===== config.mk =====
export PLATFORM = sky130hd
export DESIGN_NAME = rsb_regs
export DESIGN_NICKNAME = d
export VERILOG_FILES = /design/src/hw/rsb_cal_timer.v /design/src/hw/rsb_regs.v
export VERILOG_INCLUDE_DIRS = /design/src /design/src/hw
export SDC_FILE = /design/constraint.sdc
export NUM_CORES = 1
export LEC_CHECK = 0
export BUFFER_PORTS_ARGS = -buffer_cell sky130_fd_sc_hd__buf_2
export CAP_MARGIN = 20
export CORE_MARGIN = 8
export CORE_UTILIZATION = 47
export DETAILED_ROUTE_END_ITERATION = 10
export PLACE_DENSITY = 0.76
export SLEW_MARGIN = 10
export SYNTH_ARGS = -nofsm -noshare
export SYNTH_HDL_FRONTEND = slang
export SYNTH_SLANG_ARGS = --single-unit

===== constraint.sdc =====
create_clock -name aclk -period 1.99 [get_ports aclk]
set_input_delay 0.0995 -clock aclk [delete_from_list [all_inputs] [get_ports aclk]]
set_output_delay 0.0995 -clock aclk [all_outputs]
set_load 0.05 [all_outputs]

===== src/hw/rsb_consts.vh =====
// Register offsets, field positions, reset values and timing counts of the synth buffer bank.
`ifndef RSB_CONSTS_VH
`define RSB_CONSTS_VH
`define RSB_IDX_SWING 8'h18
`define RSB_IDX_CURRENT 8'h19
`define RSB_IDX_BW 8'h1a
`define RSB_IDX_CAL 8'h1b
`define RSB_IDX_POWER 8'h1c
`define RSB_IDX_STATUS 8'h1d
`define RSB_ADDR_SWING 12'h060
`define RSB_ADDR_CURRENT 12'h064
`define RSB_ADDR_BW 12'h068
`define RSB_ADDR_CAL 12'h06c
`define RSB_ADDR_POWER 12'h070
`define RSB_ADDR_STATUS 12'h074
`define RSB_RST_SWING 8'he1
`define RSB_RST_CURRENT 8'h65
`define RSB_RST_BW 8'h86
`define RSB_RST_CAL 8'h05
`define RSB_RST_POWER 8'h0f
`define RSB_CAL_START_BIT 7
`define RSB_CAL_DUAL_BIT 6
`define RSB_CAL_WAIT_HI 5
`define RSB_CAL_WAIT_LO 4
`define RSB_CAL_WMASK 8'hf7
`define RSB_CAL_WAIT0 32'd90000
`define RSB_CAL_WAIT1 32'd110000
`define RSB_CAL_WAIT2 32'd130000
`define RSB_CAL_WAIT3 32'd200000
`endif


===== src/hw/rsb_cal_timer.v =====
// Calibration run timer started by a rising edge of the start bit.
`timescale 1ns/10ps
module rsb_cal_timer #(
    parameter WAIT0 = 90000,
    parameter WAIT1 = 110000,
    parameter WAIT2 = 130000,
    parameter WAIT3 = 200000
) (
    input wire aclk,
    input wire aresetn,
    input wire start_level,
    input wire [1:0] wait_code,
    output reg busy,
    output reg done
);
    reg start_prev;
    reg [17:0] count;
    reg [17:0] next_count;
    always @* begin
        case (wait_code)
            2'h0: next_count = WAIT0[17:0] - 18'h1;
            2'h1: next_count = WAIT1[17:0] - 18'h1;
            2'h2: next_count = WAIT2[17:0] - 18'h1;
            default: next_count = WAIT3[17:0] - 18'h1;
        endcase
    end
    always @(posedge aclk) begin
        if (!aresetn) begin
            start_prev <= 1'b0;
            count <= 18'h0;
            busy <= 1'b0;
            done <= 1'b0;
        end else begin
            start_prev <= start_level;
            done <= 1'b0;
            if (start_level && !start_prev) begin
                // A new rising edge restarts the run with the current wait code.
                busy <= 1'b1;
                count <= next_count;
            end else if (busy) begin
                if (count == 18'h0) begin
                    busy <= 1'b0;
                    done <= 1'b1;
                end else begin
                    count <= count - 18'h1;
                end
            end
        end
    end
endmodule // rsb_cal_timer


===== src/hw/rsb_regs.v =====
// AXI4-Lite register bank for synthesizer buffers, calibration and amplifier power.
//
// The implementer's own choice: the AXI4-Lite interface to the registers.
`timescale 1ns/10ps
`include "rsb_consts.vh"
module rsb_regs #(
    parameter CAL_WAIT0 = 90000,
    parameter CAL_WAIT1 = 110000,
    parameter CAL_WAIT2 = 130000,
    parameter CAL_WAIT3 = 200000
) (
    input wire aclk,
    input wire aresetn,
    input wire [11:0] s_axi_awaddr,
    input wire [2:0] s_axi_awprot,
    input wire s_axi_awvalid,
    output wire s_axi_awready,
    input wire [31:0] s_axi_wdata,
    input wire [3:0] s_axi_wstrb,
    input wire s_axi_wvalid,
    output wire s_axi_wready,
    output reg [1:0] s_axi_bresp,
    output reg s_axi_bvalid,
    input wire s_axi_bready,
    input wire [11:0] s_axi_araddr,
    input wire [2:0] s_axi_arprot,
    input wire s_axi_arvalid,
    output wire s_axi_arready,
    output reg [31:0] s_axi_rdata,
    output reg [1:0] s_axi_rresp,
    output reg s_axi_rvalid,
    input wire s_axi_rready,
    input wire freq_select,
    output reg [1:0] prescaler_swing,
    output reg [2:0] rx_lo_swing,
    output reg [2:0] tx_lo_swing,
    output reg [1:0] prescaler_current,
    output reg [2:0] rx_lo_current,
    output reg [2:0] tx_lo_current,
    output reg [7:0] loop_bandwidth_factor,
    output reg [3:0] calibration_dac_start,
    output reg [3:0] high_array_power,
    output reg [3:0] low_array_power,
    output wire calibration_busy,
    output reg store_set_a,
    output reg store_set_b
);
    // ************************************************************
    // Register storage
    // ************************************************************
    reg [7:0] lo_buffer_swing;
    reg [7:0] lo_buffer_current;
    reg [7:0] loop_bandwidth_scale;
    reg [7:0] synth_calibration_control;
    reg [7:0] amplifier_output_power;
    reg [11:0] aw_addr;
    reg [31:0] w_data;
    reg [3:0] w_strb;
    reg aw_held;
    reg w_held;
    wire cal_done;
    wire do_write;
    wire do_read;
    reg [31:0] next_rdata;
    reg next_rok;
    reg wr_ok;
    reg we_swing;
    reg we_current;
    reg we_bw;
    reg we_cal;
    reg we_power;

    // ************************************************************
    // Write channel
    // ************************************************************
    // Address and data are caught separately so either may come first.
    assign s_axi_awready = !aw_held && !s_axi_bvalid;
    assign s_axi_wready = !w_held && !s_axi_bvalid;
    assign do_write = aw_held && w_held && !s_axi_bvalid;

    always @* begin
        case (aw_addr)
            `RSB_ADDR_SWING,
            `RSB_ADDR_CURRENT,
            `RSB_ADDR_BW,
            `RSB_ADDR_CAL,
            `RSB_ADDR_POWER,
            `RSB_ADDR_STATUS: wr_ok = 1'b1;
            default: wr_ok = 1'b0;
        endcase
    end

    // ************************************************************
    // Write decode
    // ************************************************************
    // Only byte lane 0 carries register data; other lanes are ignored.
    always @* begin
        we_swing = 1'b0;
        we_current = 1'b0;
        we_bw = 1'b0;
        we_cal = 1'b0;
        we_power = 1'b0;
        if (do_write && w_strb[0]) begin
            case (aw_addr)
                `RSB_ADDR_SWING: we_swing = 1'b1;
                `RSB_ADDR_CURRENT: we_current = 1'b1;
                `RSB_ADDR_BW: we_bw = 1'b1;
                `RSB_ADDR_CAL: we_cal = 1'b1;
                `RSB_ADDR_POWER: we_power = 1'b1;
                default: we_swing = 1'b0;
            endcase
        end
    end

    always @(posedge aclk) begin
        if (!aresetn) begin
            aw_held <= 1'b0;
            w_held <= 1'b0;
            aw_addr <= 12'h0;
            w_data <= 32'h0;
            w_strb <= 4'h0;
            s_axi_bvalid <= 1'b0;
            s_axi_bresp <= 2'h0;
        end else begin
            if (s_axi_awvalid && s_axi_awready) begin
                aw_held <= 1'b1;
                aw_addr <= {s_axi_awaddr[11:2], 2'h0};
            end
            if (s_axi_wvalid && s_axi_wready) begin
                w_held <= 1'b1;
                w_data <= s_axi_wdata;
                w_strb <= s_axi_wstrb;
            end
            if (do_write) begin
                aw_held <= 1'b0;
                w_held <= 1'b0;
                s_axi_bvalid <= 1'b1;
                s_axi_bresp <= wr_ok ? 2'h0 : 2'h2;
            end else if (s_axi_bvalid && s_axi_bready) begin
                s_axi_bvalid <= 1'b0;
            end
        end
    end

    // ************************************************************
    // Register storage update
    // ************************************************************
    // One process per word, so a write enable can only ever move its own word.
    always @(posedge aclk) begin
        if (!aresetn) begin
            lo_buffer_swing <= `RSB_RST_SWING;
        end else if (we_swing) begin
            lo_buffer_swing <= w_data[7:0];
        end
    end

    always @(posedge aclk) begin
        if (!aresetn) begin
            lo_buffer_current <= `RSB_RST_CURRENT;
        end else if (we_current) begin
            lo_buffer_current <= w_data[7:0];
        end
    end

    always @(posedge aclk) begin
        if (!aresetn) begin
            loop_bandwidth_scale <= `RSB_RST_BW;
        end else if (we_bw) begin
            loop_bandwidth_scale <= w_data[7:0];
        end
    end

    always @(posedge aclk) begin
        if (!aresetn) begin
            synth_calibration_control <= `RSB_RST_CAL;
        end else if (we_cal) begin
            // The reserved bit 3 is kept at zero.
            synth_calibration_control <=
                w_data[7:0] & `RSB_CAL_WMASK;
        end
    end

    always @(posedge aclk) begin
        if (!aresetn) begin
            amplifier_output_power <= `RSB_RST_POWER;
        end else if (we_power) begin
            amplifier_output_power <= w_data[7:0];
        end
    end

    // ************************************************************
    // Read channel
    // ************************************************************
    assign s_axi_arready = !s_axi_rvalid;
    assign do_read = s_axi_arvalid && s_axi_arready;

    always @* begin
        next_rdata = 32'h0;
        next_rok = 1'b1;
        case ({s_axi_araddr[11:2], 2'h0})
            `RSB_ADDR_SWING: next_rdata = {24'h0, lo_buffer_swing};
            `RSB_ADDR_CURRENT: next_rdata = {24'h0, lo_buffer_current};
            `RSB_ADDR_BW: next_rdata = {24'h0, loop_bandwidth_scale};
            `RSB_ADDR_CAL: next_rdata = {24'h0, synth_calibration_control};
            `RSB_ADDR_POWER: next_rdata = {24'h0, amplifier_output_power};
            `RSB_ADDR_STATUS: next_rdata = {31'h0, calibration_busy};
            default: next_rok = 1'b0;
        endcase
    end

    always @(posedge aclk) begin
        if (!aresetn) begin
            s_axi_rvalid <= 1'b0;
            s_axi_rdata <= 32'h0;
            s_axi_rresp <= 2'h0;
        end else if (do_read) begin
            // Reads only sample storage and never alter it.
            s_axi_rvalid <= 1'b1;
            s_axi_rdata <= next_rdata;
            s_axi_rresp <= next_rok ? 2'h0 : 2'h2;
        end else if (s_axi_rvalid && s_axi_rready) begin
            s_axi_rvalid <= 1'b0;
        end
    end

    // ************************************************************
    // Field outputs and calibration
    // ************************************************************
    rsb_cal_timer #(
        .WAIT0(CAL_WAIT0),
        .WAIT1(CAL_WAIT1),
        .WAIT2(CAL_WAIT2),
        .WAIT3(CAL_WAIT3)
    ) u_timer (
        .aclk(aclk),
        .aresetn(aresetn),
        .start_level(synth_calibration_control[`RSB_CAL_START_BIT]),
        .wait_code(synth_calibration_control[`RSB_CAL_WAIT_HI:`RSB_CAL_WAIT_LO]),
        .busy(calibration_busy),
        .done(cal_done)
    );

    always @(posedge aclk) begin
        if (!aresetn) begin
            prescaler_swing <= 2'h3;
            rx_lo_swing <= 3'h4;
            tx_lo_swing <= 3'h1;
        end else begin
            prescaler_swing <= lo_buffer_swing[7:6];
            rx_lo_swing <= lo_buffer_swing[5:3];
            tx_lo_swing <= lo_buffer_swing[2:0];
        end
    end

    always @(posedge aclk) begin
        if (!aresetn) begin
            prescaler_current <= 2'h1;
            rx_lo_current <= 3'h4;
            tx_lo_current <= 3'h5;
        end else begin
            prescaler_current <= lo_buffer_current[7:6];
            rx_lo_current <= lo_buffer_current[5:3];
            tx_lo_current <= lo_buffer_current[2:0];
        end
    end

    always @(posedge aclk) begin
        if (!aresetn) begin
            loop_bandwidth_factor <= 8'h86;
            calibration_dac_start <= 4'h6;
        end else begin
            loop_bandwidth_factor <= loop_bandwidth_scale;
            calibration_dac_start <= {1'b0, synth_calibration_control[2:0]} + 4'h1;
        end
    end

    always @(posedge aclk) begin
        if (!aresetn) begin
            high_array_power <= 4'h0;
            low_array_power <= 4'hf;
        end else begin
            high_array_power <= amplifier_output_power[7:4];
            low_array_power <= amplifier_output_power[3:0];
        end
    end

    always @(posedge aclk) begin
        if (!aresetn) begin
            store_set_a <= 1'b0;
            store_set_b <= 1'b0;
        end else begin
            // When a run completes, A and B pulse once if the dual bit is set, else only A (freq_select low) or B (high).
            store_set_a <= cal_done &&
                (synth_calibration_control[`RSB_CAL_DUAL_BIT] || !freq_select);
            store_set_b <= cal_done &&
                (synth_calibration_control[`RSB_CAL_DUAL_BIT] || freq_select);
        end
    end
endmodule // rsb_regs


==> metrics, run 1 <==
maxcap violations=0; Final Slew Violations=0; status=complete, but fails checks; HPWL after detailed placement=9110 microns; HP Start=s_axi_awvalid; Post-synth ARST share=0%; Routed met2 length=around 6700 microns; synthesized area=5280 sq um; cell chain of the critical path=or4_4, or3_4, nor4b_4, buf_6, mux2i_1, nand2_1; Synth cell types=approximately 50; LEAKAGE=2.94 nW; Yosys reg bits=131; ANT cells=0; crit share post-route=106%; H-tree Lvls=4; synthesis-to-layout area growth=32.1%; Synth warnings=0; worst vdd ir=around 0.55 mV; TritonCTS clock tree=done; PD cells=930 nW/um^2; CTS sink cnt=about 130; critical path type=register to register; number of setup violations in the final report=32; share of cells above drive strength 1=25.3%; Final WS setup=-123 ps; Initial Util=48.5%; prevailing post-synth register cell=dfxtp_1; CTS root buf=clkbuf_8; Metal-1 WL=5530 microns; Bufs and invs on worst path=1; die area=14900 sq um; IO Pins=154; delay of the slowest cell on the worst path=550 ps; element type at the critical path end=register; Reg-to-Reg Start=aw_addr[7]; vias in the first global route=4511; CP top delay family=simple AND/OR/NAND/NOR gates; Post-Synthesis Cells=558; DR vias/cell=5.18; RSZ-0062 raised after global routing=yes; Iteration-0 DRC Markers=285; largest net degree at the start of global routing=75; clock latency at the later pin of the worst-skew pair=520 ps; CP max FO=8; total CTS buffers=17; Fin. Hold Viols=0; routed len/inst=15.9 microns; First-pass DRT Iterations=4; CP Launch Type=register; highest layer used for signal routing=met4; drc violations=0; worst hold path depth=4; grt ovf=0; fin crit period=2110 ps; Min-Delay Endpoint=aw_held; CTS Buffer Depth=2; reg2reg end=amplifier_output_power[0]; fmax=about 470 MHz; Die W=122 microns; Die Ht=122 microns; drt total wl=13500 microns; initial antenna violation count=0; slowest cell on the critical path=or4_4; GR Util All Layers=a little under a fifth; Reg clk slew, reported paths=60 ps; post-route ant nets=0; first-pass GRT wire length=21700 microns; Syn Area/Cell=9.46 sq um; Post-synth EDFFs=0; failing checks=setup timing; Final GP Congestion=0.813; met3 WL=1020 microns; worst min-delay path category=input pin to register; CP required=2380 ps; pre-CTS setup slack=-226 ps; # port buffers=90; Setup Skew=between 7 and 8 ps; sequential share of the synthesized area=49.7%; Row Count=38; Power Total=~6.5 mW; FF-to-FF setup slack=-120 ps; CP Data Arrival Time=2510 ps; core area=10900 sq um; Fin Hold WS=29.9 ps; via count=about 4400; r2r worst-path depth=6; Total Nets Final=776
per-stage QoR:
step	util [%]	setup TNS [ps]	instances	area, sq um
after floorplan	-	-2030	583	5400
after global placement	54.9	-1260	787	5980
after detailed placement	54.9	-2530	787	5980
after CTS	63.3	-1760	845	6890
after global routing	64.1	-4970	848	6970
final	64.1	-1680	848	6970
state kept, by name, indices dropped and copies added, names as in the netlist, 2 cells and up:
signal,count
rx_lo_swing,3
lo_buffer_swing,8
loop_bandwidth_scale,8
synth_calibration_control,7
tx_lo_current,3
amplifier_output_power,8
low_array_power,4
aw_addr,10
lo_buffer_current,8
prescaler_current,2
u_timer.count,18
loop_bandwidth_factor,8
tx_lo_swing,3
prescaler_swing,2
rx_lo_current,3
calibration_dac_start,4
s_axi_rdata,8
w_data,8
high_array_power,4
timing repair:
item                       in CTS  in global routing
hold buffers                   25                  0
setup buffers                   1                  3
pin swaps                       4                  2
hold endpoints to repair       29                  0
setup endpoints to repair      31                 52
gates resized for setup         5                 13
routing by layer:
metal  vias up  GRT usage [%]
met1      2078           20.6
met5         -              0
met4         0           7.32
met3        21           5.23
met2       140           31.5
li1       2155              -
report_power, final:
| part | internal, mW | total [mW] | switching (mW) | leakage, nW |
|---|---|---|---|---|
| registers | 2.66 | 2.71 | 0.0542 | 1.06 |
| clock network | 2.25 | 3.32 | 1.07 | 0.315 |
| logic | 0.146 | 0.448 | 0.302 | 1.56 |
| total | 5.06 | 6.48 | 1.43 | 2.94 |
final cells by class:
type                    instances  area, sq um
multi-input cells             380         2470
clock buffers                  22          463
well taps                     140          175
clock inverters                10          178
repair buffers                146          993
inverters                      19         71.3
fillers                       875         3910
flip-flops and latches        131         2620
kinds of logic (layout without fill, tap and decap cells):
kind of cell | Yosys count | after routing | share of synthesized area (%)
compound gates | 95 | 95 | 10.9
mux | 48 | 48 | 10.5
xor+xnor | 8 | 8 | 1.33
simple gates | 196 | 196 | 18.8
flops | 131 | 131 | 49.7
other cells | 1 | 26 | 0.0710
fa+ha+maj | 7 | 7 | 1.66
buf+inv | 72 | 197 | 7.06
worst register-to-register path, delay by kind of cell (launching register included):
kind	cells	cell delay [ps]
buffers and inverters	1	190
muxes	1	210
DFF	1	320
and+or+nand+nor	4	1270
Yosys cell counts (all sizes together) (5+ instances only):
cell    instances  area share [%]
and2           15             1.8
a22oi           8             1.1
buf            36             4.5
inv            19             1.4
clkbuf         17             1.2
dfxtp         131              50
nor2           43             3.1
nand2          63             4.5
a31oi           5            0.59
or3             5            0.69
o21ai          24             2.3
mux2i          41             7.8
nor4           11             1.6
mux4            6             2.6
xnor2           5            0.83
nand2b         19             2.3
ha              7             1.7
a21oi          33             3.1
nand3          15             1.4
nor3            9            0.85
layout by cell type (no fill, tap or decap), types with 5 or more instances in the layout:
cell type      count
dlygate4sd3_1     25
xnor2_1            5
conb_1            26
buf_4             22
mux2i_1           40
bufinv_16          5
nand3_1           11
a21oi_1           33
buf_2             90
ha_1               7
nor4_1             7
mux4_2             6
o21ai_1            6
inv_1             19
nor3_1             8
dfxtp_1          130
and2_1            15
o21ai_0           18
a31oi_1            5
nand2b_1          19
nor2_1            42
a22oi_1            8
clkbuf_16         16
nand2_1           62
buf_6              6
worst max-delay path by stage:
stage,from,endpoint,cells after the start
4_1_cts,aw_addr[7],amplifier_output_power[0],6
2_1_floorplan,aw_addr[7],lo_buffer_swing[0],5
3_5_place_dp,aw_addr[7],amplifier_output_power[0],6
6_report,aw_addr[7],amplifier_output_power[0],6
3_3_place_gp,aw_addr[7],amplifier_output_power[3],6
5_1_grt,aw_addr[7],amplifier_output_power[0],6
Note: power is estimated with default switching activity, not from simulation.
==> run 2, diff against run 1 <==
ABC_AREA = 1   (was unset)
CORE_UTILIZATION = 48   (was 47)
PLACE_DENSITY = 0.77   (was 0.76)
==> metrics, run 2 <==
status=complete, no violations (was complete, but fails checks); Int Pwr=4.93 mW (was 5.06 mW); Die W=126 microns (was 122 microns); sequential share of power=41.7% (was 41.9%); H-tree Lvls=4 (unchanged); die area=16000 sq um (was 14900 sq um); most common cell in the netlist=nand2_1 (was dfxtp_1); total CTS buffers=17 (unchanged); Post-synth top cells=nand2_1 (154), dfxtp_1 (131), nor2_1 (93), inv_1 (85), o21ai_0 (49) (was dfxtp_1 (131), nand2_1 (63), nor2_1 (43), mux2i_1 (41), a21oi_1 (33)); worst slew pin tran=619 ps; most frequent cells in the layout=nand2_1 (154), dfxtp_1 (131), nor2_1 (93) (was dfxtp_1 (130), buf_2 (90), nand2_1 (62)); ANT cells=0 (unchanged); vias in the first global route=5179 (was 4511); TritonCTS clock tree=done (unchanged); IO Pins=154 (unchanged); Die Ht=126 microns (was 122 microns); prevailing post-synth register cell=dfxtp_1 (unchanged); Reg clk slew, reported paths=60 ps (about the same); sequential share of the synthesized area=44.9% (was 49.7%); share of cells above drive strength 1=19.6% (was 25.3%); Initial Util=48.8% (was 48.5%); Regs by FF count=u_timer.count x18, aw_addr x10 (unchanged); Fin. Hold Viols=0 (unchanged); largest net degree at the start of global routing=61 (was 75); crit share post-route=89.8% (was 106%); post-route ant nets=0 (unchanged); clock latency at the later pin of the worst-skew pair=420 ps (was 520 ps); HPWL after detailed placement=10600 microns (was 9110 microns); maxcap violations=0 (unchanged); fmax=560 MHz (was 473 MHz); sw frac=24.0% (was 22.0%); CP Data Arrival Time=2100 ps (was 2510 ps); Iteration-0 DRC Markers=450 (was 285); area share of the largest cell type after synthesis=44.9% (was 49.7%); fin crit period=1790 ps (was 2110 ps); CTS Buffer Depth=2 (unchanged); CP max FO=13 (was 8); synthesized area=5840 sq um (was 5280 sq um); drt total wl=15300 microns (was 13500 microns); Combinational Power Share=7.7% (was 6.9%); CTS root buf=clkbuf_16 (was clkbuf_8); Power Total=6.49 mW (was 6.48 mW); Largest register FFs=18 (unchanged); PD cells=902 nW/um^2 (was 930 nW/um^2); Post-synth EDFFs=0 (unchanged); Slew HR=58.7%; Post-CTS Setup Inserts=0 (was 1); top cells by area, synth=dfxtp_1 (45%), nand2_1 (9.9%), nor2_1 (6.0%), inv_1 (5.5%), o21ai_0 (4.2%) (was dfxtp_1 (50%), mux2i_1 (7.8%), nand2_1 (4.5%), buf_4 (3.8%), a21oi_1 (3.1%)); worst min-delay path category=input pin to register (unchanged); most common cell after layout, fill and taps aside=nand2_1 (was dfxtp_1); Synth warnings=0 (unchanged); number of setup violations in the final report=0 (was 32); Fin Hold WS=29.4 ps (was 29.9 ps); first-pass GRT wire length=25000 microns (was 21700 microns); Total Nets Final=979 (was 776); Syn Area/Cell=7.41 sq um (was 9.46 sq um); largest area contributor in the netlist=dfxtp_1 (unchanged); NetSw=1.56 mW (was 1.43 mW); core area=12000 sq um (was 10900 sq um); element type at the critical path end=register (unchanged); CP Launch Type=register (unchanged); initial antenna violation count=0 (unchanged); Synth cell types=34 (was 49); DR vias/cell=5.17 (was 5.18); Final GP Congestion=0.872 (was 0.813); Row Count=40 (was 38); routed len/inst=14.4 microns (was 15.9 microns); most flop-heavy register=u_timer.count (unchanged); Post-synth ARST share=0% (unchanged); Setup Skew=6.94 ps (was 8.00 ps); drc violations=0 (unchanged); CTS sink cnt=131 (unchanged); worst vdd ir=0.734 mV (was 0.549 mV); Final Slew Violations=0 (unchanged); # port buffers=90 (unchanged); via count=5465 (was 4394); CP required=2300 ps (was 2380 ps); GR Util All Layers=19.2% (was 18.2%); Post-Synthesis Cells=788 (was 558); clock power share=50.6% (was 51.2%); First-pass DRT Iterations=5 (was 4); LEAKAGE=3.50 nW (was 2.94 nW); grt ovf=0 (unchanged); critical path type=register to register (unchanged); Yosys reg bits=131 (unchanged); synthesis-to-layout area growth=23.2% (was 32.1%); RSZ-0062 raised after global routing=no (was yes)
-- run 2: changes by cell type in the layout (fill, tap and decap cells not counted), sizes merged, moves of 26 or more --
cell / previous run / this run
nand4: 1 / 33
nor2: 43 / 100
nand2: 63 / 164
nand3: 15 / 41
inv: 19 / 88
o21ai: 24 / 51
mux2i: 41 / 0
-- run 2: timing repair --
item / 4_1_cts / 5_1_grt
endpoints found under the setup margin: 0 / 0
hold endpoints to repair: 20 / 0
gates resized for setup: 0 / 0
hold buffers: 19 / 0
-- run 2: cells by family (layout without fill, tap and decap cells) --
logic type	after synthesis	after routing	synth area share, %
other	1	26	0.0642
AO/OA/AOI/OAI	132	132	12.8
AND/OR/NAND/NOR	372	372	29.1
flip-flops	131	131	44.9
adder cells (fa/ha/maj)	7	7	1.50
buffers and inverters	145	243	11.6
-- run 2: power by group through the flow --
| stage | clock network, mW | logic (mW) | registers, mW |
|---|---|---|---|
| global placement | 0 | 0.457 | 2.76 |
| detailed placement | 0 | 0.461 | 2.76 |
| global route | 3.44 | 0.541 | 2.71 |
| CTS | 3.32 | 0.493 | 2.71 |
| finish | 3.29 | 0.498 | 2.71 |
| floorplan | 0 | 0.359 | 2.78 |
-- run 2: stage by stage --
stage / area [sq um] / instances / worst slack, ps / util [%] / setup TNS [ps]
after floorplan: 5940 / 813 / -30.2 / - / -424
after global placement: 6380 / 1007 / 283 / 53.4 / 0
after detailed placement: 6380 / 1007 / 246 / 53.4 / 0
after CTS: 7200 / 1058 / 229 / 60.2 / 0
after global routing: 7200 / 1058 / 49.7 / 60.2 / 0
final: 7200 / 1058 / 203 / 60.2 / 0
-- run 2: layer usage --
| metal | track usage (%) | vias up | part of all wire (%) |
|---|---|---|---|
| met1 | 23.7 | 2499 | 46 |
| li1 | - | 2721 | - |
| met5 | 0 | - | 0 |
| met2 | 30.7 | 224 | 45 |
| met4 | 6.86 | 0 | 1.7 |
| met3 | 6.58 | 21 | 7.7 |
-- run 2: cell type report --
cell class / count / area, sq um
clock buffer: 20 / 447
timing repair buffer: 125 / 811
tap: 147 / 184
clock inverter: 12 / 179
multi-input combinational: 537 / 2630
sequential: 131 / 2620
fill: 1069 / 4760
inverter: 86 / 323
-- run 2: worst paths after layout --
path,start,endpoint,slack [ps],depth (start not counted)
worst max-delay path,u_timer.count[0],u_timer.count[17],200,11
worst min register to register,lo_buffer_current[3],rx_lo_current[0],430,2
worst max register to register,u_timer.count[0],u_timer.count[17],200,11
worst min-delay path,s_axi_wstrb[0],w_strb[0],30,3
-- run 2: critical path, stage by stage, from the launching register on --
cell	delay (ps)
dfxtp_1	320
inv_1	100
ha_1	230
nand2_2	100
nor2_4	180
nand4_1	140
nand2_1	110
nand2_2	180
nand2_1	130
inv_1	70
nand2_1	60
nand2_1	40
==> run 3, diff against run 2 <==
CORE_UTILIZATION = 49   (was 48)
CTS_BUF_LIST = sky130_fd_sc_hd__clkbuf_8   (was unset)
PLACE_DENSITY = 0.78   (was 0.77)
==> metrics, run 3 (synthesis results as in run 2) <==
status=complete, no violations (unchanged); Final GP Congestion=0.885 (was 0.872); ANT cells=0 (unchanged); PD cells=798 nW/um^2 (was 902 nW/um^2); Post-Place Cell Area=6350 sq um (was 6380 sq um); fin crit period=1690 ps (was 1790 ps); area taken by multi-input logic gates=2630 sq um (unchanged); most flop-heavy register=u_timer.count (unchanged); Slew HR=60.6% (was 58.7%); CP max FO=13 (unchanged); fin area=6990 sq um (was 7200 sq um); RSZ-0062 raised after global routing=no (unchanged); Reg clk slew, reported paths=80 ps (was 60 ps); First-pass DRT Iterations=5 (unchanged); core area=11800 sq um (was 12000 sq um); first-pass GRT wire length=24500 microns (was 25000 microns); Row Count=40 (unchanged); synthesis-to-layout area growth=19.6% (was 23.2%); fmax=591 MHz (was 560 MHz); worst min-delay path category=input pin to register (unchanged); drt total wl=14900 microns (was 15300 microns); routed len/inst=14.0 microns (was 14.4 microns); share of cells above drive strength 1=19.9% (was 19.6%); Final Slew Violations=0 (unchanged); CTS resizes=0 (unchanged); worst slew pin tran=589 ps (was 619 ps); CTS sink cnt=131 (unchanged); Die Ht=125 microns (was 126 microns); CP Launch Type=register (unchanged); # fillers=1062 (was 1069); critical path type=register to register (unchanged); via count=5407 (was 5465); Largest register FFs=18 (unchanged); CTS Buffer Depth=2 (unchanged); worst vdd ir=0.453 mV (was 0.734 mV); Regs by FF count=u_timer.count x18, aw_addr x10 (unchanged); CP required=2310 ps (was 2300 ps); HPWL after detailed placement=10400 microns (was 10600 microns); crit share post-route=85.1% (was 89.8%); TritonCTS clock tree=done (unchanged); Fin Hold WS=11.0 ps (was 29.4 ps); Setup Skew=11.7 ps (was 6.94 ps); Initial Util=49.5% (was 48.8%); Die W=125 microns (was 126 microns); FF-to-FF setup slack=300 ps (was 200 ps); vias in the first global route=4987 (was 5179); CTS root buf=clkbuf_8 (was clkbuf_16); Iteration-0 DRC Markers=519 (was 450); Total Nets Final=982 (was 979); largest net degree at the start of global routing=89 (was 61); most frequent cells in the layout=nand2_1 (154), dfxtp_1 (131), nor2_1 (93) (unchanged); H-tree Lvls=4 (unchanged); total CTS buffers=17 (unchanged); IO Pins=154 (unchanged); drc violations=0 (unchanged); most common cell after layout, fill and taps aside=nand2_1 (unchanged); setup TNS=0 ps (unchanged); FF/Latch Area=2620 sq um (unchanged); # port buffers=90 (unchanged); LEAKAGE=3.41 nW (was 3.50 nW); clock latency at the later pin of the worst-skew pair=430 ps (was 420 ps); GR Util All Layers=18.9% (was 19.2%); Finished Core Util=59.2% (was 60.2%); grt ovf=0 (unchanged); CP Data Arrival Time=2010 ps (was 2100 ps); DR vias/cell=5.10 (was 5.17); number of setup violations in the final report=0 (unchanged); die area=15700 sq um (was 16000 sq um); post-route ant nets=0 (unchanged); initial antenna violation count=0 (unchanged); Fin. Hold Viols=0 (unchanged); maxcap violations=0 (unchanged); element type at the critical path end=register (unchanged)
[run 3: repair_timing]
| action | 4_1_cts | 5_1_grt |
|---|---|---|
| setup buffers | 0 | 0 |
| endpoints found under the hold margin | 22 | 0 |
| hold buffers | 21 | 0 |
[run 3: final timing paths]
kind                            from  cells past startpoint                        to
max                 u_timer.count[0]                     11         u_timer.count[17]
min                   s_axi_wdata[4]                      3                 w_data[4]
max reg2reg         u_timer.count[0]                     11         u_timer.count[17]
min reg2reg  loop_bandwidth_scale[0]                      2  loop_bandwidth_factor[0]
[run 3: area by class of cell]
cell class / instances / share of cell area (%)
clock inverter: 14 / 2.51
inverter: 86 / 4.62
sequential: 131 / 37.5
timing repair buffer: 128 / 11.5
tap: 147 / 2.63
multi-input combinational: 537 / 37.7
clock buffer: 18 / 3.55
[run 3: metal layers]
layer  global-route usage, %  vias to the layer above  wire [microns]
met1                    24.5                     2428            6860
met2                    29.6                      221            6600
met3                    5.74                       24            1230
met5                       0                        -               0
li1                        -                     2734               -
met4                    5.59                        0             180
[run 3: worst max-delay path, cell delays in order (launching register included)]
cell and delay (ps):
dfxtp_1 320, inv_1 90, ha_1 230, nand2_2 100
nor2_4 140, nand4_1 120, nand2_1 110, nand2_2 180
nand2_1 130, inv_1 80, nand2_1 70, nand2_1 50
[run 3: power by group]
| part | switching (mW) | internal, mW | leakage, nW |
|---|---|---|---|
| clock network | 1.09 | 1.28 | 0.206 |
| logic | 0.372 | 0.128 | 2.14 |
| registers | 0.0345 | 2.67 | 1.06 |
[run 3: through the flow]
step | setup slack [ps] | power [mW] | std cells
finish | 297 | 5.57 | 1061
global route | 86.7 | 5.79 | 1061
CTS | 271 | 5.59 | 1061
detailed placement | 285 | 3.22 | 1008
global placement | 300 | 3.21 | 1008
floorplan | -30.2 | 3.14 | 813
